[config.mk]
export PLATFORM = sky130hd
export DESIGN_NAME = sfr_read_engine
export DESIGN_NICKNAME = d
export VERILOG_FILES = /design/src/include/sfr_pkg.sv /design/src/include/sfr_fifo_if.sv /design/src/core/sfr_byte_fifo.sv /design/src/core/sfr_read_engine.sv
export SDC_FILE = /design/constraint.sdc
export NUM_CORES = 1
export LEC_CHECK = 0
export BUFFER_PORTS_ARGS = -buffer_cell sky130_fd_sc_hd__clkbuf_2
export CAP_MARGIN = 20
export CORE_ASPECT_RATIO = 1.25
export CORE_MARGIN = 2
export CORE_UTILIZATION = 40
export CTS_CLUSTER_DIAMETER = 150
export CTS_CLUSTER_SIZE = 12
export DETAILED_ROUTE_END_ITERATION = 8
export SYNTH_ARGS = -nofsm -noshare
export SYNTH_HDL_FRONTEND = slang
export SYNTH_SLANG_ARGS = --single-unit
[constraint.sdc]
create_clock -name clk -period 7.31 [get_ports clk]
set_input_delay 0.731 -clock clk [delete_from_list [all_inputs] [get_ports clk]]
set_output_delay 0.731 -clock clk [all_outputs]
set_load 0.005 [all_outputs]
[src/include/sfr_pkg.sv]
// Package: opcodes, phase lengths, pin layout and states of the serial flash read engine
package sfr_pkg;
   localparam logic [7:0] OP_NORMAL_READ = 8'h03;
   localparam logic [7:0] OP_NORMAL_READ_WIDE = 8'h13;
   localparam logic [7:0] OP_FAST_READ = 8'h0B;
   localparam logic [7:0] OP_FAST_READ_WIDE = 8'h0C;
   localparam logic [7:0] OP_QUAD_IO_FAST_READ = 8'hEB;
   localparam logic [7:0] OP_UNIQUE_ID_READ = 8'h4B;
   localparam logic [7:0] OP_INFO_ROW_READ = 8'h68;
   localparam logic [7:0] OP_ENTER_WIDE_ADDR = 8'hB7;
   localparam logic [7:0] OP_EXIT_WIDE_ADDR = 8'h29;
   localparam logic [5:0] CMD_CYC_SINGLE = 6'h08;
   localparam logic [5:0] CMD_CYC_QUAD = 6'h02;
   localparam logic [5:0] ADDR_BITS_NARROW = 6'h18;
   localparam logic [5:0] ADDR_BITS_WIDE = 6'h20;
   localparam logic [3:0] DUMMY_SINGLE_DEF = 4'h8;
   localparam logic [3:0] DUMMY_QUAD_DEF = 4'h6;
   localparam logic [3:0] FALLS_SINGLE = 4'h8;
   localparam logic [3:0] FALLS_QUAD = 4'h2;
   localparam logic [3:0] LANE_NONE = 4'h0;
   localparam logic [3:0] LANE_SINGLE_OUT = 4'h2;
   localparam logic [3:0] LANE_QUAD = 4'hF;
   localparam logic [1:0] SPACE_ARRAY = 2'h0;
   localparam logic [1:0] SPACE_UID = 2'h1;
   localparam logic [1:0] SPACE_INFO = 2'h2;
   localparam logic [7:0] UNDERRUN_BYTE = 8'hFF;
   localparam logic ADDR_WIDE_RST = 1'b0;
   localparam int ARRAY_AW = 26;
   localparam int BYTE_W = 8;
   localparam int FIFO_DEPTH = 32;
   // Synchronised pin vector: {io[3:0], chip select, sck}
   localparam int PIN_W = 7;
   localparam int PIN_SCK = 0;
   localparam int PIN_CSN = 1;
   localparam int PIN_IO = 2;
   localparam int PAUSE_LANE = 3;
   localparam logic [6:0] PIN_IDLE = 7'h7E;
   typedef enum logic [2:0] {ST_IDLE, ST_CMD, ST_ADDR, ST_DUMMY, ST_DATA, ST_IGNORE} sfr_state_t;
endpackage

[src/include/sfr_fifo_if.sv]
// Interface: valid/ready byte stream between the read engine and its FIFO
`timescale 1ns/1ps
`default_nettype none
interface sfr_fifo_if #(parameter int WIDTH = 8);
   logic [WIDTH-1:0] inData;
   logic inValid;
   logic inReady;
   logic [WIDTH-1:0] outData;
   logic outValid;
   logic outReady;
   logic flush;
   modport fifo (input inData, inValid, outReady, flush, output inReady, outData, outValid);
   modport user (output inData, inValid, outReady, flush, input inReady, outData, outValid);
endinterface
`default_nettype wire

[src/core/sfr_byte_fifo.sv]
// Byte FIFO with a registered output stage and bypass into it when empty
`timescale 1ns/1ps
`default_nettype none
module sfr_byte_fifo #(
   parameter int WIDTH = 8,
   parameter int DEPTH = 32
) (
   input wire logic clk,
   input wire logic rstn,
   sfr_fifo_if.fifo q
);
   localparam int PW = $clog2(DEPTH);
   localparam int CW = PW + 1;

   if (DEPTH < 2 || (1 << PW) != DEPTH)
   begin : g_depth_check
      $error("DEPTH must be a power of two of at least 2");
   end

   logic [WIDTH-1:0] mem [DEPTH];
   logic [PW-1:0] wrPtr, rdPtr;
   logic [CW-1:0] memCount;

   wire popOut = q.outValid & q.outReady;
   wire outFree = ~q.outValid | popOut;
   wire memEmpty = memCount == '0;
   wire push = q.inValid & q.inReady;
   wire loadFromMem = outFree & ~memEmpty;
   wire loadBypass = outFree & memEmpty & push;
   wire writeMem = push & ~loadBypass;

   assign q.inReady = memCount != CW'(DEPTH);

   always_ff @(posedge clk)
   begin
      if (!rstn || q.flush)
      begin
         wrPtr <= '0;
         rdPtr <= '0;
         memCount <= '0;
         q.outValid <= 1'b0;
      end
      else
      begin
         if (writeMem)
            wrPtr <= wrPtr + 1'b1;
         if (loadFromMem)
            rdPtr <= rdPtr + 1'b1;
         memCount <= memCount + CW'(writeMem) - CW'(loadFromMem);
         if (outFree)
            q.outValid <= ~memEmpty | push;
      end
   end

   always_ff @(posedge clk)
   begin
      if (writeMem)
         mem[wrPtr] <= q.inData;
   end

   // Read data always leaves through this register
   always_ff @(posedge clk)
   begin
      if (!rstn)
         q.outData <= '0;
      else if (loadFromMem)
         q.outData <= mem[rdPtr];
      else if (loadBypass)
         q.outData <= q.inData;
   end
endmodule // sfr_byte_fifo
`default_nettype wire

[src/core/sfr_read_engine.sv]
// Read command front end of a serial NOR flash: decode, address, dummy, data, pause
//
// Summary of operation
// 03h takes 3/4 address bytes; 13h four
// Decode A25-A0 wide, A23-A0 narrow
// Serial input ignored after normal read address
// Data out MSB first; address plus one per byte
// Address counter wraps to zero past top
// Chip select high ends output and command
// Reads ignored while write in progress
// 0Bh takes 3/4 bytes; 0Ch four; both modes
// Single fast read: opcode, address, dummies sampled
// Fast read data changes on falling SCK
// Quad mode: 2 opcode, 6/8 address, 6 dummy
// Quad mode data on four lines, falling edges
// EBh, 4Bh, 68h use quad framing; ID/info narrow
// Mode byte clocks count as dummy cycles
// Pause acts only while selected, no reset
// Host moves pause only while SCK low
// Paused: output released, input ignored, then resume
// Pause off in DTR, quad enable, reset pin
// Normal read: no dummies, output on falling edge
// Persistent address width set by host commands
`timescale 1ns/1ps
`default_nettype none
module sfr_read_engine #(
   parameter int ADDR_W = sfr_pkg::ARRAY_AW,
   parameter int DEPTH = sfr_pkg::FIFO_DEPTH
) (
   input wire logic clk,
   input wire logic rstn,
   input wire logic sckPin,
   input wire logic chipSelNPin,
   input wire logic [3:0] ioInPin,
   output logic [3:0] ioOut,
   output logic [3:0] ioOe,
   input wire logic quadCommandMode,
   input wire logic writeInProgressFlag,
   input wire logic quadEnableBit,
   input wire logic dtrMode,
   input wire logic pauseIsReset,
   input wire logic [3:0] dummySingle,
   input wire logic [3:0] dummyQuad,
   output logic addressWidthSelect,
   output logic readActive,
   output logic arrReq,
   output logic [ADDR_W-1:0] arrAddr,
   output logic [1:0] arrSpace,
   input wire logic [sfr_pkg::BYTE_W-1:0] arrData,
   input wire logic arrValid
);
   import sfr_pkg::*;

   if (ADDR_W < int'(ADDR_BITS_NARROW) || ADDR_W > int'(ADDR_BITS_WIDE))
   begin : g_addr_check
      $error("ADDR_W must lie between 24 and 32");
   end

   function automatic logic [ADDR_W-1:0] decodeAddr(input logic [31:0] a, input logic wide);
      logic [ADDR_W-1:0] r;
      r = a[ADDR_W-1:0];
      if (!wide)
         r = ADDR_W'(a[ADDR_BITS_NARROW-1:0]);
      return r;
   endfunction

   // Pin sampling: a change counts once the second and third stages agree
   logic [PIN_W-1:0] syncA, syncB, syncC, pinF;
   logic sckPrev, paused;
   wire [PIN_W-1:0] pinRaw = {ioInPin, chipSelNPin, sckPin};
   wire [PIN_W-1:0] agree = ~(syncB ^ syncC);
   wire [PIN_W-1:0] next_pinF = (agree & syncB) | (~agree & pinF);

   always_ff @(posedge clk)
   begin
      if (!rstn)
      begin
         syncA <= PIN_IDLE;
         syncB <= PIN_IDLE;
         syncC <= PIN_IDLE;
         pinF <= PIN_IDLE;
         sckPrev <= 1'b0;
      end
      else
      begin
         syncA <= pinRaw;
         syncB <= syncA;
         syncC <= syncB;
         pinF <= next_pinF;
         sckPrev <= pinF[PIN_SCK];
      end
   end

   wire sckNow = pinF[PIN_SCK];
   wire selN = pinF[PIN_CSN];
   wire [3:0] ioNow = pinF[PIN_IO +: 4];

   // Pause pin shares io3, so it cannot work while io3 carries data
   wire pauseAllowed = ~quadEnableBit & ~dtrMode & ~pauseIsReset & ~quadCommandMode;
   wire next_paused = (selN | ~pauseAllowed) ? 1'b0 : (~sckNow ? ~ioNow[PAUSE_LANE] : paused);

   always_ff @(posedge clk)
   begin
      if (!rstn)
         paused <= 1'b0;
      else
         paused <= next_paused;
   end

   // Edges are swallowed while paused, which freezes the whole sequence
   wire rise = sckNow & ~sckPrev & ~paused & ~selN;
   wire fall = ~sckNow & sckPrev & ~paused & ~selN;

   sfr_state_t state;
   logic [5:0] cnt;
   logic [31:0] inShift;
   logic wide4, normal;
   logic [3:0] dummyLen;
   logic [1:0] space;

   wire [31:0] next_inShift = quadCommandMode ? {inShift[27:0], ioNow} : {inShift[30:0], ioNow[0]};
   wire [7:0] opcode = next_inShift[7:0];
   wire opNorm = ~quadCommandMode & (opcode == OP_NORMAL_READ | opcode == OP_NORMAL_READ_WIDE);
   wire opFast = opcode == OP_FAST_READ | opcode == OP_FAST_READ_WIDE;
   wire opQuadOnly = quadCommandMode & (opcode == OP_QUAD_IO_FAST_READ
      | opcode == OP_UNIQUE_ID_READ | opcode == OP_INFO_ROW_READ);
   wire opRead = opNorm | opFast | opQuadOnly;
   wire opWide = opcode == OP_NORMAL_READ_WIDE | opcode == OP_FAST_READ_WIDE
      | (addressWidthSelect & (opcode == OP_NORMAL_READ | opcode == OP_FAST_READ
      | opcode == OP_QUAD_IO_FAST_READ));
   wire [1:0] opSpace = opcode == OP_UNIQUE_ID_READ ? SPACE_UID
      : (opcode == OP_INFO_ROW_READ ? SPACE_INFO : SPACE_ARRAY);
   wire [3:0] dummyCfg = quadCommandMode
      ? (dummyQuad == 4'h0 ? DUMMY_QUAD_DEF : dummyQuad)
      : (dummySingle == 4'h0 ? DUMMY_SINGLE_DEF : dummySingle);

   wire [5:0] cmdCycles = quadCommandMode ? CMD_CYC_QUAD : CMD_CYC_SINGLE;
   wire [5:0] addrBits = wide4 ? ADDR_BITS_WIDE : ADDR_BITS_NARROW;
   wire [5:0] addrCycles = quadCommandMode ? (addrBits >> 2) : addrBits;
   wire [5:0] phaseLen = state == ST_CMD ? cmdCycles
      : (state == ST_ADDR ? addrCycles : {2'h0, dummyLen});
   wire lastCycle = rise && cnt == phaseLen - 6'h01;
   wire cmdDone = state == ST_CMD && lastCycle;
   wire startFetch = state == ST_ADDR && lastCycle;
   wire [ADDR_W-1:0] startAddr = decodeAddr(next_inShift, wide4);

   always_ff @(posedge clk)
   begin
      if (!rstn || selN)
      begin
         state <= ST_IDLE;
         cnt <= 6'h00;
         inShift <= 32'h0;
         wide4 <= 1'b0;
         normal <= 1'b0;
         dummyLen <= 4'h0;
         space <= SPACE_ARRAY;
      end
      else
      begin
         if (rise && (state == ST_CMD || state == ST_ADDR))
            inShift <= next_inShift;
         if (lastCycle)
            cnt <= 6'h00;
         else if (rise)
            cnt <= cnt + 6'h01;
         case (state)
            ST_IDLE: state <= ST_CMD;
            ST_CMD:
               if (cmdDone)
               begin
                  state <= (opRead && !writeInProgressFlag) ? ST_ADDR : ST_IGNORE;
                  wide4 <= opWide & (opcode != OP_UNIQUE_ID_READ) & (opcode != OP_INFO_ROW_READ);
                  normal <= opNorm;
                  dummyLen <= opNorm ? 4'h0 : dummyCfg;
                  space <= opSpace;
               end
            ST_ADDR:
               if (lastCycle)
                  state <= dummyLen == 4'h0 ? ST_DATA : ST_DUMMY;
            // Mode byte clocks are not decoded; they simply use up dummy clocks
            ST_DUMMY:
               if (lastCycle)
                  state <= ST_DATA;
            ST_DATA, ST_IGNORE: state <= state;
            default: state <= ST_IDLE;
         endcase
      end
   end

   // Persistent width setting survives deselect; only the two commands move it
   always_ff @(posedge clk)
   begin
      if (!rstn)
         addressWidthSelect <= ADDR_WIDE_RST;
      else if (cmdDone && opcode == OP_ENTER_WIDE_ADDR)
         addressWidthSelect <= 1'b1;
      else if (cmdDone && opcode == OP_EXIT_WIDE_ADDR)
         addressWidthSelect <= 1'b0;
   end

   always_ff @(posedge clk)
   begin
      if (!rstn)
         readActive <= 1'b0;
      else
         readActive <= state == ST_ADDR || state == ST_DUMMY || state == ST_DATA;
   end

   // Prefetch: one request in flight, stalled by a full FIFO
   sfr_fifo_if #(.WIDTH(BYTE_W)) fq ();
   sfr_byte_fifo #(.WIDTH(BYTE_W), .DEPTH(DEPTH)) u_fifo (
      .clk(clk),
      .rstn(rstn),
      .q(fq)
   );

   logic fetching, reqPending;
   wire fetchGo = fetching & ~reqPending & ~arrReq & fq.inReady & ~selN;

   assign fq.inData = arrData;
   assign fq.inValid = arrValid & fetching & ~selN;
   assign fq.flush = selN;

   always_ff @(posedge clk)
   begin
      if (!rstn)
      begin
         arrReq <= 1'b0;
         arrAddr <= '0;
         arrSpace <= SPACE_ARRAY;
         fetching <= 1'b0;
         reqPending <= 1'b0;
      end
      else
      begin
         arrReq <= startFetch | fetchGo;
         if (startFetch)
         begin
            arrAddr <= startAddr;
            arrSpace <= space;
         end
         else if (fetchGo)
            arrAddr <= arrAddr + 1'b1;
         if (selN)
            fetching <= 1'b0;
         else if (startFetch)
            fetching <= 1'b1;
         if (startFetch || fetchGo)
            reqPending <= 1'b1;
         else if (arrValid)
            reqPending <= 1'b0;
      end
   end

   // Output shifter: a new byte is taken from the FIFO on its first falling edge
   logic [7:0] outShift;
   logic [3:0] fallLeft;
   logic driving;
   wire dataFall = fall && state == ST_DATA;
   wire loadByte = dataFall && fallLeft == 4'h0;
   wire [3:0] fallsPerByte = quadCommandMode ? FALLS_QUAD : FALLS_SINGLE;
   wire [7:0] headByte = fq.outValid ? fq.outData : UNDERRUN_BYTE;
   wire [7:0] byteNow = loadByte ? headByte : outShift;
   wire [3:0] laneMask = quadCommandMode ? LANE_QUAD : LANE_SINGLE_OUT;

   assign fq.outReady = loadByte;

   always_ff @(posedge clk)
   begin
      if (!rstn || selN)
      begin
         outShift <= 8'h00;
         fallLeft <= 4'h0;
         driving <= 1'b0;
         ioOut <= LANE_NONE;
      end
      else if (dataFall)
      begin
         driving <= 1'b1;
         ioOut <= quadCommandMode ? byteNow[7:4] : {2'h0, byteNow[7], 1'b0};
         outShift <= quadCommandMode ? {byteNow[3:0], 4'h0} : {byteNow[6:0], 1'b0};
         fallLeft <= (loadByte ? fallsPerByte : fallLeft) - 4'h1;
      end
   end

   always_ff @(posedge clk)
   begin
      if (!rstn)
         ioOe <= LANE_NONE;
      else
         ioOe <= (driving && !paused && !selN) ? laneMask : LANE_NONE;
   end
endmodule // sfr_read_engine
`default_nettype wire

==> Yosys cells after proc, flatten, opt, wreduce, memory -nomap -nowiden <==
Memory sizes are Yosys's and may differ from the RTL's. A register that Yosys moved wholly into a read port is not among the register bits.
Index checks and enable logic that the tools add are counted.
{ "word_totals": {"register_bits": 150, "latchBits": 0, "ram_bits": 256, "romBits": 0, "inputBits": 30, "output_inout_bits": 39, "word_cells": 199, "memories": 1} }
{ "mem_list": {"columns": ["name", "words", "width", "rd", "rd_ports_with_merged_regs", "write_ports", "line", "source"], "rows": [
  ["u_fifo.mem", 32, 8, 1, 1, 1, "sfr_byte_fifo.sv:20", "logic [WIDTH-1:0] mem [DEPTH];"]
]} }
{ "op_classes": {"n_addsub": 8, "mul": 0, "n_div": 0, "order_cmp": 0, "eq_ne": 21, "n_shift": 0, "n_mux": 39, "bitwise": 63, "n_reduce_logical": 37} }
{ "ops": {"columns": ["cell", "n"], "rows": [
  ["two-way mux 26 bit", 4],
  ["two-way mux 8 bit", 5],
  ["two-way mux 4 bit", 9],
  ["adder 26 x 1 -> 26 bit (second input constant)", 1],
  ["AND 1 bit", 26],
  ["two-way mux 6 bit", 4],
  ["NOT 1 bit", 17],
  ["== test 8 x 4 -> 1 bit (second input constant)", 2],
  ["== test 8 x 7 -> 1 bit (second input constant)", 2],
  ["== test 8 bit (second input constant)", 2],
  ["logical NOT 4 bit", 4],
  ["inequality test 8 x 7 -> 1 bit (second input constant)", 2],
  ["two-way mux 3 bit", 5],
  ["one-hot mux 3 bit (5 select lines)", 1],
  ["AND 7 bit", 2],
  ["NOT 7 bit", 2],
  ["OR 1 bit", 14],
  ["logical AND 1 bit", 11],
  ["adder 5 x 1 -> 5 bit (second input constant)", 2],
  ["two-way mux 5 bit", 2],
  ["== test 8 x 2 -> 1 bit (second input constant)", 1],
  ["== test 8 x 5 -> 1 bit (second input constant)", 1],
  ["== test 8 x 6 -> 1 bit (second input constant)", 1],
  ["nonzero test 2 bit", 4],
  ["other kinds (23)", 44]
]} }

==> Depth between registers and ports, before layout <==
Gate-level depths: netlist of the first run.
{ "depth": {"ltp_word": 14, "ltp_mapped": 16, "depth_no_buf": 13} }

==> By module <==
A second synthesis of the first run with hierarchy kept.
{ "unflattened": {"hier_cells": 1373, "hier_area_um2": 17409.2} }
{ "modules_own_cells": {"columns": ["mod", "instances", "cells_per_inst", "area_per_inst_um2", "seq_area_each_um2"], "rows": [
  ["sfr_byte_fifo", 1, 685, 11522.3, 8287.9],
  ["sfr_read_engine", 1, 688, 5886.9, 2362.3]
]} }

==> Worst setup path after synthesis of the first run <==
Ideal clock, no wire load.
{ "synth_path": {"path_kind": "input to register", "from": "input quadCommandMode", "to": "register space[1]", "setup_ps": 71, "arrival_time_ps": 3290, "required_time_ps": 7239, "slack_ps": 3949, "path_stages": 11, "n_path_buf": 2, "path_cell_list": "buf_2 -> inv_1 -> clkbuf_1 -> ha_1 -> o22a_1 -> o21a_1 -> a211o_1 -> a21oi_2 -> o211ai_4 -> or4_1 -> a21oi_1"} }
{ "synth_between": {"elab_chain_cells": 8, "word_cells_on_any_way": 14, "classes_between": "add/sub: 1; eq/ne: 3; mux: 7; reduce/logical: 3"} }
{ "synth_rtl": {"columns": ["item", "line", "source"], "rows": [
  ["start: declaration", "sfr_read_engine.sv:37", "input wire logic quadCommandMode,"],
  ["two-way mux 6 bit", "sfr_read_engine.sv:139", "wire [5:0] addrCycles = quadCommandMode ? (addrBits >> 2) : addrBits;"],
  ["two-way mux 6 bit", "sfr_read_engine.sv:141", ": (state == ST_ADDR ? addrCycles : {2'h0, dummyLen});"],
  ["two-way mux 6 bit", "sfr_read_engine.sv:140", "wire [5:0] phaseLen = state == ST_CMD ? cmdCycles"],
  ["subtractor 6 x 1 -> 6 bit", "sfr_read_engine.sv:142", "wire lastCycle = rise && cnt == phaseLen - 6'h01;"],
  ["== test 6 bit", "sfr_read_engine.sv:142", null],
  ["logical AND 1 bit", "sfr_read_engine.sv:142", null],
  ["logical AND 1 bit", "sfr_read_engine.sv:143", "wire cmdDone = state == ST_CMD && lastCycle;"],
  ["AND reduction 2 bit (no source line)", null, null],
  ["end signal: assignment", "sfr_read_engine.sv:176", "space <= opSpace;"],
  ["end: declaration", "sfr_read_engine.sv:119", "logic [1:0] space;"]
]} }
Several ways; a longest one is shown, not always the timed one.
A chain may end at the register's enable or synchronous reset.

==> Final worst setup path of the first run <==
{ "layout_path": {"from": "input quadCommandMode", "to": "register dummyLen[1]"} }
{ "layout_between": {"elab_chain_cells": 8, "word_cells_on_any_way": 17, "classes_between": "add/sub: 1; eq/ne: 3; mux: 7; bitwise: 3; reduce/logical: 3"} }
{ "layout_rtl": {"columns": ["item", "line", "source"], "rows": [
  ["two-way mux 6 bit", "sfr_read_engine.sv:139", null],
  ["two-way mux 6 bit", "sfr_read_engine.sv:141", null],
  ["two-way mux 6 bit", "sfr_read_engine.sv:140", null],
  ["subtractor 6 x 1 -> 6 bit", "sfr_read_engine.sv:142", null],
  ["== test 6 bit", "sfr_read_engine.sv:142", null],
  ["logical AND 1 bit", "sfr_read_engine.sv:142", null],
  ["logical AND 1 bit", "sfr_read_engine.sv:143", null],
  ["AND reduction 2 bit (no source line)", null, null],
  ["end signal: assignment", "sfr_read_engine.sv:175", "dummyLen <= opNorm ? 4'h0 : dummyCfg;"],
  ["end: declaration", "sfr_read_engine.sv:118", "logic [3:0] dummyLen;"]
]} }
Several ways; a longest one is shown, not always the timed one.

==> key figures, run 1 <==
Status
  • Status: complete, no violations

Timing
  • Hold_ws: 0.376 ns
  • Setup TNS Final: 0 ns
  • Slew @ Worst Pin: 1.10 ns
  • Worst Skew: 0.0130 ns
  • RSZ-0062 raised after global routing: no
  • Final worst slack: 3.14 ns
  • Fin crit share: 57.1%
  • Rel. slew slack: 26.6%
  • Max Transition Viols Final: 0
  • Min Tclk post-route: 4.17 ns
  • Final Setup Violations: 0
  • Max Freq: 240 MHz
  • Final hold vios: 0

Worst hold path
  • Hold path startpoint: ioInPin[1]
  • Hold Path Class: in -> reg

Power
  • Clock share of power: 42.9%
  • Power Density: 228 nW/um2
  • VDD IR max: 0.000183 V
  • Int Power: 0.00349 W
  • Sw frac: 20.0%
  • Leakage power: 6.39 nW
  • Flop pwr share: 55.7%
  • Gate power share: 1.4%
  • Sw Pwr: 0.000870 W

Clocking
  • Post-CTS Repair Setup Buffers: 0
  • Inserted Clock Buffers: 39
  • CTS tree: done
  • # hold bufs at CTS: 0
  • Clk slew on worst S/H paths: 0.06 ns
  • CTS H-tree depth: 2
  • CTS Sinks: 404
  • Max Root-Sink Buffers: 3
  • Post-CTS Resized: 0
  • Root Buffer: clkbuf_16
  • Worst-skew pair later-pin latency: 0.54 ns

Yosys
  • Primary FF master, synth: edfxtp_1
  • Syn_area_per_cell: 13.7 um2
  • Synth top cells by count: 256 x edfxtp_1, 148 x dfxtp_1, 126 x nor2_1
  • Mapped Nets: 1299
  • Synth async-reset ratio: 0%
  • Synth warn: 0
  • Cell variety after synth: 71
  • Synth Cell Area: 17100 um2
  • Yosys reg bits: 404
  • Synth top area share: 44.9%
  • Post-synth EDFFs: 256
  • Most common cell in the netlist: edfxtp_1
  • Top cell type by total area after synthesis: edfxtp_1
  • Synth Instances: 1247
  • Synth area leaders: edfxtp_1 45%, dfxtp_1 17%, mux4_2 11%, nor2_1 2.8%, mux2i_1 2.4%
  • Sequential-to-total area share from yosys stat: 62.2%

Setup path
  • Worst endpoint required time: 7.75 ns
  • CP Max Fanout: 56
  • CP startpoint: quadCommandMode
  • Startpoint class of the critical path: input pin
  • CP endpoint kind: flop
  • R2r startpoint: state[2]$_SDFFE_PP0P_
  • CP Class: in -> reg
  • Crit path arrival time: 4.61 ns

Floorplanning
  • Ports: 69
  • Row count: 84
  • Die outline area: 44500 um2
  • Chip width: 189 um
  • Chip Height: 235 um
  • CORE AREA: 42100 um2
  • Starting Density: 40.7%

Layout
  • Fill count: 3794
  • Layout area overhead: 11.8%
  • Antenna diodes: 0
  • Final net count: 1346
  • Fraction of layout cells with a size suffix above 1: 17.8%

Route
  • WL/cell: 19.0 um
  • DRT iter0 DRCs: 632
  • Final wirelength: 35600 um
  • Drt drc: 0
  • Vias: 9992
  • Post-DR vias/cell: 5.33
  • Post-DRT Antenna Nets: 0
  • Drt first pass iters: 5

Placement
  • Placer Congestion: 0.868
  • PortBufs: 68
  • DP Worst Slack: 2.60 ns
  • Post-DP HPWL: 23300 um

GRT
  • Vias in the first global route: 9993
  • First-pass GRT wire length: 56700 um
  • GRT overflow: 0
  • Initial antenna violation count: 0
  • Global Route Usage Sum: 16.1%
  • Largest net degree at the start of global routing: 68

Job
  • Max Cap Viol: 0
-- final cells by class --
class	instances	area [um2]	area share, %
Inverter	28	105	0.549
Clock inverter	3	55.1	0.288
Multi-Input combinational cell	742	6080	31.8
Tap cell	559	699	3.65
Timing Repair Buffer	79	470	2.46
Sequential cell	404	10700	55.6
Clock buffer	61	1080	5.64
-- power groups by stage --
stage          sequential, W  clock (W)  combinational [W]
6_report             0.00243    0.00187          0.0000620
4_1_cts              0.00243    0.00193          0.0000636
2_1_floorplan        0.00248          0          0.0000257
3_5_place_dp         0.00248          0          0.0000634
3_3_place_gp         0.00248          0          0.0000610
5_1_grt              0.00243    0.00201          0.0000696
-- flip-flops by register name, indices dropped and copies added, names as in the netlist, 7 cells and up, named ones only --
name	flops
u_fifo.mem	256
arrAddr	26
inShift	25
u_fifo.q.outData	8
outShift	7
-- critical path, cell delays in order --
cell,delay (ns)
clkbuf_2,0.08
buf_4,0.52
inv_1,0.45
ha_1,0.41
o22a_1,0.25
o21ai_1,0.24
a31oi_1,0.17
o31ai_4,0.37
o211a_1,0.95
a21oi_1,0.13
a211oi_1,0.28
-- worst paths after layout --
| kind | to | slack [ns] | depth (start not counted) |
|---|---|---|---|
| max reg2reg | u_fifo.memCount[5]$_SDFF_PP0_ | 3.19 | 14 |
| min reg2reg | syncB[3]$_SDFF_PN1_ | 0.41 | 1 |
| min | syncA[3]$_SDFF_PN1_ | 0.38 | 2 |
| max | dummyLen[1]$_SDFFE_PP0P_ | 3.14 | 11 |
-- cells by family after synthesis --
kind of cell    after synthesis  share of synthesized area [%]
compound gates              184                           7.49
xor+xnor                     48                           2.45
fa+ha+maj                    22                           1.65
buf+inv                     101                           2.42
flops                       404                           62.2
mux                         128                           13.4
simple gates                360                           10.4
-- cell usage in the layout (no fill, tap or decap), types with 21 or more instances in the layout --
cell	Yosys	final
o21ai_0	38	38
clkbuf_1	38	21
clkbuf_16	0	40
dfxtp_1	148	146
a21oi_1	47	47
mux4_2	80	80
o211a_1	24	24
nand2_1	68	68
inv_1	28	28
clkbuf_2	0	68
nand3_1	45	45
edfxtp_1	256	256
nor2_1	126	125
ha_1	21	21
xnor2_1	28	28
a211oi_1	31	31
mux2i_1	41	41
-- metrics by stage --
| step | utilization, % | std cells | total power [W] | instance area, um2 |
|---|---|---|---|---|
| floorplan | - | 1247 | 0.00250 | 17100 |
| global placement | 42.6 | 1809 | 0.00254 | 17900 |
| detailed placement | 42.6 | 1809 | 0.00254 | 17900 |
| CTS | 45.3 | 1873 | 0.00442 | 19100 |
| global route | 45.4 | 1876 | 0.00451 | 19100 |
| finish | 45.4 | 1876 | 0.00436 | 19100 |
-- per-layer routing --
layer  up-vias  global-route usage, %  wire (um)
li1       4778                      -          -
met1      4948                   20.2      15000
met2       214                   28.6      18400
met3        52                   2.39       1390
met4         0                   4.97        909
met5         -                      0          0
(Power assumes the default switching activity.)
==> inputs of run 2 (changes only) <==
==> constraint.sdc (replaced) <==
create_clock -name clk -period 4.05 [get_ports clk]
set_input_delay 0.405 -clock clk [delete_from_list [all_inputs] [get_ports clk]]
set_output_delay 0.405 -clock clk [all_outputs]
set_load 0.005 [all_outputs]
==> run 2 against run 1 <==
Against the previous run:
- sequential share of layout area is 0.29 points lower
- via count is 2.9% higher
- global-route usage is 1.6 points higher
- final cell count is 0.75% higher
- die area stayed put
- first-iteration DRC count is 4.3% lower
- clock skew is 0.015 ns higher
- hold slack worse by 0.34 ns
- highest routed layer unchanged
==> key figures, run 2 (synthesized netlist as in run 1, its figures left out) <==
Job
  • Max Cap Viol: 0 (unchanged)

Timing
  • Max Transition Viols Final: 0 (unchanged)
  • Final Setup Violations: 0 (unchanged)
  • RSZ-0062 raised after global routing: no
  • Max Freq: 292 MHz
  • Slew @ Worst Pin: 1.02 ns (-0.0817 ns)
  • Setup TNS Final: 0 ns (unchanged)
  • Final worst slack: 0.629 ns (-2.51 ns)
  • Rel. slew slack: 31.9% (+5.3 points)
  • Fin crit share: 84.5%
  • Min Tclk post-route: 3.42 ns
  • Worst Skew: 0.0283 ns (+0.0153 ns)
  • Final hold vios: 0 (unchanged)

Power
  • Flop pwr share: 55.3% (-0.4 points)
  • Leakage power: 6.46 nW (+0.95%)
  • Clock share of power: 43.1% (+0.2 points)
  • Sw Pwr: 0.00166 W (+90%)
  • Int Power: 0.00627 W (+80%)
  • Sw frac: 20.9% (+0.92 points)
  • Power Density: 412 nW/um2 (+81%)
  • Gate power share: 1.6% (+0.2 points)
  • VDD IR max: 0.000362 V (+98%)
  • Tot Pwr: 0.00793 W (+82%)

Setup path
  • CP Class: reg -> reg
  • Critical path buffers and inverters: 2 (-1)
  • CP endpoint kind: flop
  • Worst endpoint required time: 4.50 ns (-3.25 ns)
  • Slowest cell delay on critical path: 0.61 ns (-0.34 ns)
  • Crit path arrival time: 3.87 ns (-0.74 ns)
  • Critical path's most frequent cell: nor2_1
  • Startpoint class of the critical path: flop
  • Worst-path cell chain: nor3b_1 -> and3_1 -> nand2_2 -> a22oi_1 -> buf_4 -> ha_1 -> inv_1 -> ha_1 -> fa_1 -> a21oi_1 -> nor2_1 -> nor2_1 -> xor2_1 -> nor2_1
  • Kind of cell adding the most delay to the critical path: simple AND/OR/NAND/NOR gates
  • Slowest-stage cell, CP: dfxtp_1
  • CP Max Fanout: 22 (-61%)

Layout
  • Layout area overhead: 12.3%
  • Largest register FFs: 256 (unchanged)
  • Final net count: 1358 (+0.89%)
  • Fill count: 3725 (-1.8%)
  • Most common cell after layout, fill and taps aside: edfxtp_1
  • Most frequent cells in the layout: 256 x edfxtp_1, 146 x dfxtp_1, 125 x nor2_1, 80 x mux4_2
  • Antenna diodes: 0 (unchanged)
  • Most flop-heavy register: u_fifo.mem
  • Fin cells: 1890 (+0.75%)
  • Fraction of layout cells with a size suffix above 1: 18.4% (+0.56 points)
  • Top flop regs: u_fifo.mem (256), arrAddr (26), inShift (25)

GRT
  • Largest net degree at the start of global routing: 67 (-1.5%)
  • First-pass GRT wire length: 60900 um (+7.4%)
  • Vias in the first global route: 10400 (+4.5%)
  • Global Route Usage Sum: 17.7% (+1.6 points)
  • Initial antenna violation count: 0 (unchanged)
  • GRT overflow: 0 (unchanged)

Placement
  • # placed instances: 1821 (+0.66%)
  • Post-DP HPWL: 25200 um (+8.4%)
  • DP Worst Slack: 0.667 ns (-1.94 ns)
  • Placer Congestion: 0.796 (-8.2%)
  • PortBufs: 68 (unchanged)

Route
  • Post-DR vias/cell: 5.44 (+2.2%)
  • Final wirelength: 39300 um (+10%)
  • Post-DRT Antenna Nets: 0 (unchanged)
  • WL/cell: 20.8 um (+9.4%)
  • Vias: 10300 (+2.9%)
  • Drt first pass iters: 5 (unchanged)
  • Drt drc: 0 (unchanged)
  • DRT iter0 DRCs: 605 (-4.3%)

Floorplanning
  • Row count: 84 (unchanged)
  • Ports: 69 (unchanged)
  • Starting Density: 40.7% (unchanged)
  • Chip width: 189 um (unchanged)
  • Die outline area: 44500 um2 (unchanged)
  • Chip Height: 235 um (unchanged)
  • CORE AREA: 42100 um2 (unchanged)

Clocking
  • Worst-skew pair later-pin latency: 0.59 ns (+0.05 ns)
  • Root Buffer: clkbuf_16
  • Post-CTS Resized: 0 (unchanged)
  • Clk slew on worst S/H paths: 0.06 ns (about the same)
  • Max Root-Sink Buffers: 3 (unchanged)
  • CTS H-tree depth: 2 (unchanged)
  • CTS tree: done
  • CTS Sinks: 404 (unchanged)
  • Inserted Clock Buffers: 39 (unchanged)

Status
  • Status: complete, no violations

Worst hold path
  • Hold Path Class: in -> reg
run 2: cell types whose count changed in the layout (fill, tap and decap cells not counted):
| cell | change |
|---|---|
| buf_4 | +11 |
| buf_16 | -2 |
| clkbuf_1 | +2 |
| clkinv_16 | +2 |
| dlygate4sd3_1 | +2 |
| buf_12 | +1 |
| bufinv_16 | -1 |
| clkinv_8 | -1 |
| inv_16 | +1 |
| inv_6 | -1 |
run 2: per-layer routing:
layer / wire [um] / up-vias / global-route usage (%) / share of wire [%]
met5: 0 / - / 0 / 0
met4: 907 / 0 / 5.37 / 2.3
met3: 2120 / 61 / 3.28 / 5.4
met2: 20000 / 292 / 30.9 / 51
met1: 16200 / 5125 / 22.3 / 41
li1: - / 4808 / - / -
run 2: repair_timing:
action,in CTS,in global routing
hold buffers,2,0
buffers inserted,0,0
endpoints found under the hold margin,2,0
run 2: final cells by class:
| class | count | area (um2) | area share, % |
|---|---|---|---|
| flip-flops and latches | 404 | 10700 | 55.4 |
| multi-input cells | 742 | 6080 | 31.6 |
| clock buffers | 63 | 1090 | 5.65 |
| well taps | 559 | 699 | 3.63 |
| repair buffers | 91 | 538 | 2.80 |
| inverters | 28 | 105 | 0.546 |
| clock inverters | 3 | 80.1 | 0.416 |
run 2: power groups by stage:
stage	combinational, W	clock [W]	sequential (W)
after floorplan	0.0000463	0	0.00447
after global placement	0.000129	0	0.00447
after detailed placement	0.000129	0	0.00447
after CTS	0.000130	0.00351	0.00438
after global routing	0.000140	0.00367	0.00438
final	0.000128	0.00342	0.00438
run 2: metrics by stage:
| step | utilization (%) | hold WS [ns] | cell area, um2 |
|---|---|---|---|
| global placement | 42.8 | 0.392 | 18000 |
| floorplan | - | 0.386 | 17100 |
| detailed placement | 42.8 | 0.401 | 18000 |
| finish | 45.7 | 0.0345 | 19200 |
| CTS | 45.6 | 0.00388 | 19200 |
| global route | 45.7 | 0.0132 | 19200 |
run 2: worst paths after layout:
path	start	end	slack [ns]	cells past startpoint
worst max-delay path	state[2]$_SDFFE_PP0P_	u_fifo.memCount[4]$_SDFF_PP0_	0.63	14
worst min-delay path	ioInPin[0]	syncA[2]$_SDFF_PN1_	0.03	2
worst max register to register	state[2]$_SDFFE_PP0P_	u_fifo.memCount[4]$_SDFF_PP0_	0.63	14
worst min register to register	syncA[3]$_SDFF_PN1_	syncB[3]$_SDFF_PN1_	0.41	1
==> inputs of run 3 (changes only) <==
--- a/config.mk
+++ b/config.mk
@@ -5,6 +5,7 @@
 export SDC_FILE = /design/constraint.sdc
 export NUM_CORES = 1
 export LEC_CHECK = 0
+export ABC_AREA = 1
 export BUFFER_PORTS_ARGS = -buffer_cell sky130_fd_sc_hd__clkbuf_2
 export CAP_MARGIN = 20
 export CORE_ASPECT_RATIO = 1.25
==> constraint.sdc (replaced) <==
create_clock -name clk -period 3.4 [get_ports clk]
set_input_delay 0.34 -clock clk [delete_from_list [all_inputs] [get_ports clk]]
set_output_delay 0.34 -clock clk [all_outputs]
set_load 0.005 [all_outputs]
==> run 3 against run 2 <==
Against the previous run:
- clock power rose by 18%
- total power rose by 19%
- die area rose by 4.0%
- sequential power rose by 19%
- critical endpoint is now arrAddr[24]$_SDFFE_PN0P_
- largest power group unchanged
==> key figures, run 3 <==
Timing
  • Final Setup Violations: 0 (unchanged)
  • Rel. slew slack: 40.0% (+8.1 points)
  • Min Tclk post-route: 2.95 ns (-0.472 ns)
  • RSZ-0062 raised after global routing: no
  • Max Freq: 339 MHz (+16%)
  • Hold_ws: 0.0349 ns (+0.000467 ns)
  • Setup TNS Final: 0 ns (unchanged)
  • Slew @ Worst Pin: 0.900 ns (-0.119 ns)
  • Max Transition Viols Final: 0 (unchanged)
  • Worst Skew: 0.0185 ns (-0.00978 ns)
  • Final hold vios: 0 (unchanged)
  • Fin crit share: 86.7% (+2.3 points)

Route
  • Post-DRT Antenna Nets: 0 (unchanged)
  • Vias: 13100 (+27%)
  • Drt first pass iters: 6 (+1)
  • Drt drc: 0 (unchanged)
  • Final wirelength: 44900 um (+14%)
  • Post-DR vias/cell: 5.27 (-3.1%)
  • WL/cell: 18.1 um (-13%)
  • DRT iter0 DRCs: 951 (+57%)

Clocking
  • Post-CTS Repair Setup Buffers: 0 (unchanged)
  • Clk slew on worst S/H paths: 0.07 ns (about the same)
  • CTS Sinks: 404 (unchanged)
  • Inserted Clock Buffers: 39 (unchanged)
  • Post-CTS Resized: 0 (unchanged)
  • CTS tree: done
  • Worst-skew pair later-pin latency: 0.54 ns (-0.05 ns)
  • CTS H-tree depth: 2 (unchanged)
  • Max Root-Sink Buffers: 3 (unchanged)
  • Root Buffer: clkbuf_16

Setup path
  • Slowest-stage cell, CP: dfxtp_1
  • Worst R2R End: arrAddr[24]$_SDFFE_PN0P_
  • R2R Setup Slk: 0.45 ns (-0.18 ns)
  • Worst-path cell chain: nand3b_4 -> inv_2 -> nand2_2 -> nand2_2 -> ha_1 -> xor2_1 -> nand2_1 -> nor2_1 -> nand3_1 -> inv_2 -> nand2_1 -> nor2_4 -> nand2_4 -> nand2_4 -> inv_1 -> nor2_1 -> nor2_1
  • Startpoint class of the critical path: flop
  • R2r startpoint: state[1]$_SDFFE_PP0P_
  • Critical path buffers and inverters: 3 (+1)
  • Kind of cell adding the most delay to the critical path: simple AND/OR/NAND/NOR gates
  • CP Class: reg -> reg
  • Slowest cell delay on critical path: 0.59 ns (-0.02 ns)
  • Crit path arrival time: 3.37 ns (-0.50 ns)
  • CP endpoint kind: flop
  • Reg2Reg Depth: 17 (+3)
  • CP Max Fanout: 22 (unchanged)
  • Critical path's most frequent cell: nor2_1
  • Worst endpoint required time: 3.83 ns (-0.67 ns)

Layout
  • Most frequent cells in the layout: 269 x nor2_1, 256 x edfxtp_1, 244 x nand2_1, 153 x o21ai_0
  • Antenna diodes: 0 (unchanged)
  • Fin cells: 2485 (+31%)
  • Most common cell after layout, fill and taps aside: nor2_1
  • Fill count: 4125 (+11%)
  • Register Area: 10700 um2 (about the same)
  • Util after Layout: 45.8% (+0.17 points)
  • Fraction of layout cells with a size suffix above 1: 11.8% (-6.6 points)
  • Most flop-heavy register: u_fifo.mem
  • Footprint of the multi-input gates: 6190 um2 (+1.7%)
  • Largest register FFs: 256 (unchanged)
  • Layout area overhead: 13.1%
  • Top flop regs: u_fifo.mem (256), arrAddr (26), inShift (25)
  • Final net count: 1940 (+43%)

Worst hold path
  • Worst hold path stage count: 3 (+1)
  • Hold Path Sink: syncA[0]$_SDFF_PN0_
  • Hold Path Class: in -> reg
  • Hold path startpoint: sckPin

Job
  • Max Cap Viol: 0 (unchanged)

Yosys
  • Mapped Nets: 1858 (+43%)
  • Top cell type by total area after synthesis: edfxtp_1
  • Synth top cells by count: 270 x nor2_1, 256 x edfxtp_1, 244 x nand2_1
  • Sequential-to-total area share from yosys stat: 59.7% (-2.5 points)
  • Synth async-reset ratio: 0% (unchanged)
  • Synth Instances: 1806 (+45%)
  • Cell variety after synth: 48 (-32%)
  • Syn_area_per_cell: 9.88 um2 (-28%)
  • Post-synth EDFFs: 256 (unchanged)
  • Synth Cell Area: 17800 um2 (+4.1%)
  • Synth top area share: 43.1% (-1.8 points)
  • Synth warn: 0 (unchanged)
  • Most common cell in the netlist: nor2_1
  • Primary FF master, synth: edfxtp_1
  • Synth area leaders: edfxtp_1 43%, dfxtp_1 17%, nor2_1 5.7%, nand2_1 5.1%, o21ai_0 4.3%
  • Yosys reg bits: 404 (unchanged)

GRT
  • GRT overflow: 0 (unchanged)
  • Largest net degree at the start of global routing: 129 (+93%)
  • Vias in the first global route: 12700 (+22%)
  • Global Route Usage Sum: 19.5% (+1.8 points)
  • Initial antenna violation count: 0 (unchanged)
  • First-pass GRT wire length: 70600 um (+16%)

Floorplanning
  • Ports: 69 (unchanged)
  • Starting Density: 40.5% (-0.12 points)
  • Chip width: 193 um (+2.0%)
  • Row count: 86 (+2.4%)
  • CORE AREA: 44000 um2 (+4.4%)
  • Die outline area: 46300 um2 (+4.0%)
  • Chip Height: 240 um (+2.0%)

Placement
  • Post-DP HPWL: 29400 um (+17%)
  • PortBufs: 68 (unchanged)
  • # placed instances: 2412 (+32%)
  • Placer Congestion: 0.866 (+8.8%)

Power
  • Leakage power: 7.08 nW (+9.7%)
  • VDD IR max: 0.000316 V (-13%)
  • Power Density: 467 nW/um2 (+13%)

Status
  • Status: complete, no violations
[run 3: cell types whose count changed in the layout (fill, tap and decap cells not counted), moves of 75 or more]
cell	before	now
nand2_1	68	244
nor2_1	125	269
inv_1	28	146
o21ai_0	38	153
mux4_2	80	0
nand3_1	45	120
[run 3: worst reg2reg max path, delay by kind of cell (launching register included)]
family | cells | cell delay (ns)
xor gates and xnor gates | 1 | 0.14
buffers and inverters | 3 | 0.29
adders and majority gates | 1 | 0.28
and+or+nand+nor | 12 | 1.57
DFF | 1 | 0.59
[run 3: worst max path at each step]
| stage | from | to | depth (start not counted) | slack [ns] |
|---|---|---|---|---|
| after floorplan | state[0]$_SDFFE_PP0P_ | u_fifo.memCount[4]$_SDFF_PP0_ | 20 | 0.59 |
| final | state[1]$_SDFFE_PP0P_ | arrAddr[24]$_SDFFE_PN0P_ | 17 | 0.45 |
| after detailed placement | state[1]$_SDFFE_PP0P_ | arrAddr[24]$_SDFFE_PN0P_ | 17 | 0.44 |
| after CTS | state[1]$_SDFFE_PP0P_ | arrAddr[24]$_SDFFE_PN0P_ | 17 | 0.44 |
| after global routing | state[1]$_SDFFE_PP0P_ | arrAddr[24]$_SDFFE_PN0P_ | 17 | 0.16 |
| after global placement | state[1]$_SDFFE_PP0P_ | arrAddr[24]$_SDFFE_PN0P_ | 17 | 0.46 |
[run 3: area by class of cell]
class                           instances  area share [%]
Tap cell                              572            3.55
Inverter                              158            2.95
Clock buffer                           63            5.39
Multi-Input combinational cell       1153            30.7
Clock inverter                          3           0.273
Sequential cell                       404            52.8
Timing Repair Buffer                  132            4.34
[run 3: cells by family (layout without fill, tap and decap cells)]
kind of cell / count (synthesis) / in the layout / share of synthesized area (%)
AO/OA/AOI/OAI: 336 / 336 / 11.3
buffers and inverters: 249 / 356 / 5.67
multiplexers: 50 / 50 / 2.81
AND/OR/NAND/NOR: 727 / 727 / 18.1
XOR/XNOR: 18 / 18 / 0.884
flip-flops: 404 / 404 / 59.7
adder cells (fa/ha/maj): 22 / 22 / 1.59
[run 3: timing repair]
action | CTS | global route
endpoints found under the hold margin | 6 | 0
hold buffers | 7 | 0
endpoints found under the setup margin | 0 | 0
[run 3: power by group]
group / switching (W) / internal [W] / total [W]
clock: 0.00179 / 0.00226 / 0.00405
sequential: 0.00000426 / 0.00521 / 0.00522
combinational: 0.000115 / 0.0000367 / 0.000151
total: 0.00190 / 0.00751 / 0.00942
[run 3: layer usage]
layer	wire length (um)	share of wire (%)	vias up	track usage, %
met3	1540	3.4	61	2.19
met1	18900	42	6316	24.2
met4	879	2.0	0	5.26
met2	23600	53	298	35.8
met5	0	0	-	0
li1	-	-	6425	-
[run 3: per-stage QoR]
stage          power [W]  setup WS [ns]  instance area [um2]
6_report         0.00942          0.451                20200
5_1_grt          0.00972          0.164                20200
4_1_cts          0.00952          0.440                20200
3_5_place_dp     0.00547          0.444                19000
3_3_place_gp     0.00547          0.463                19000
2_1_floorplan    0.00537          0.587                17800
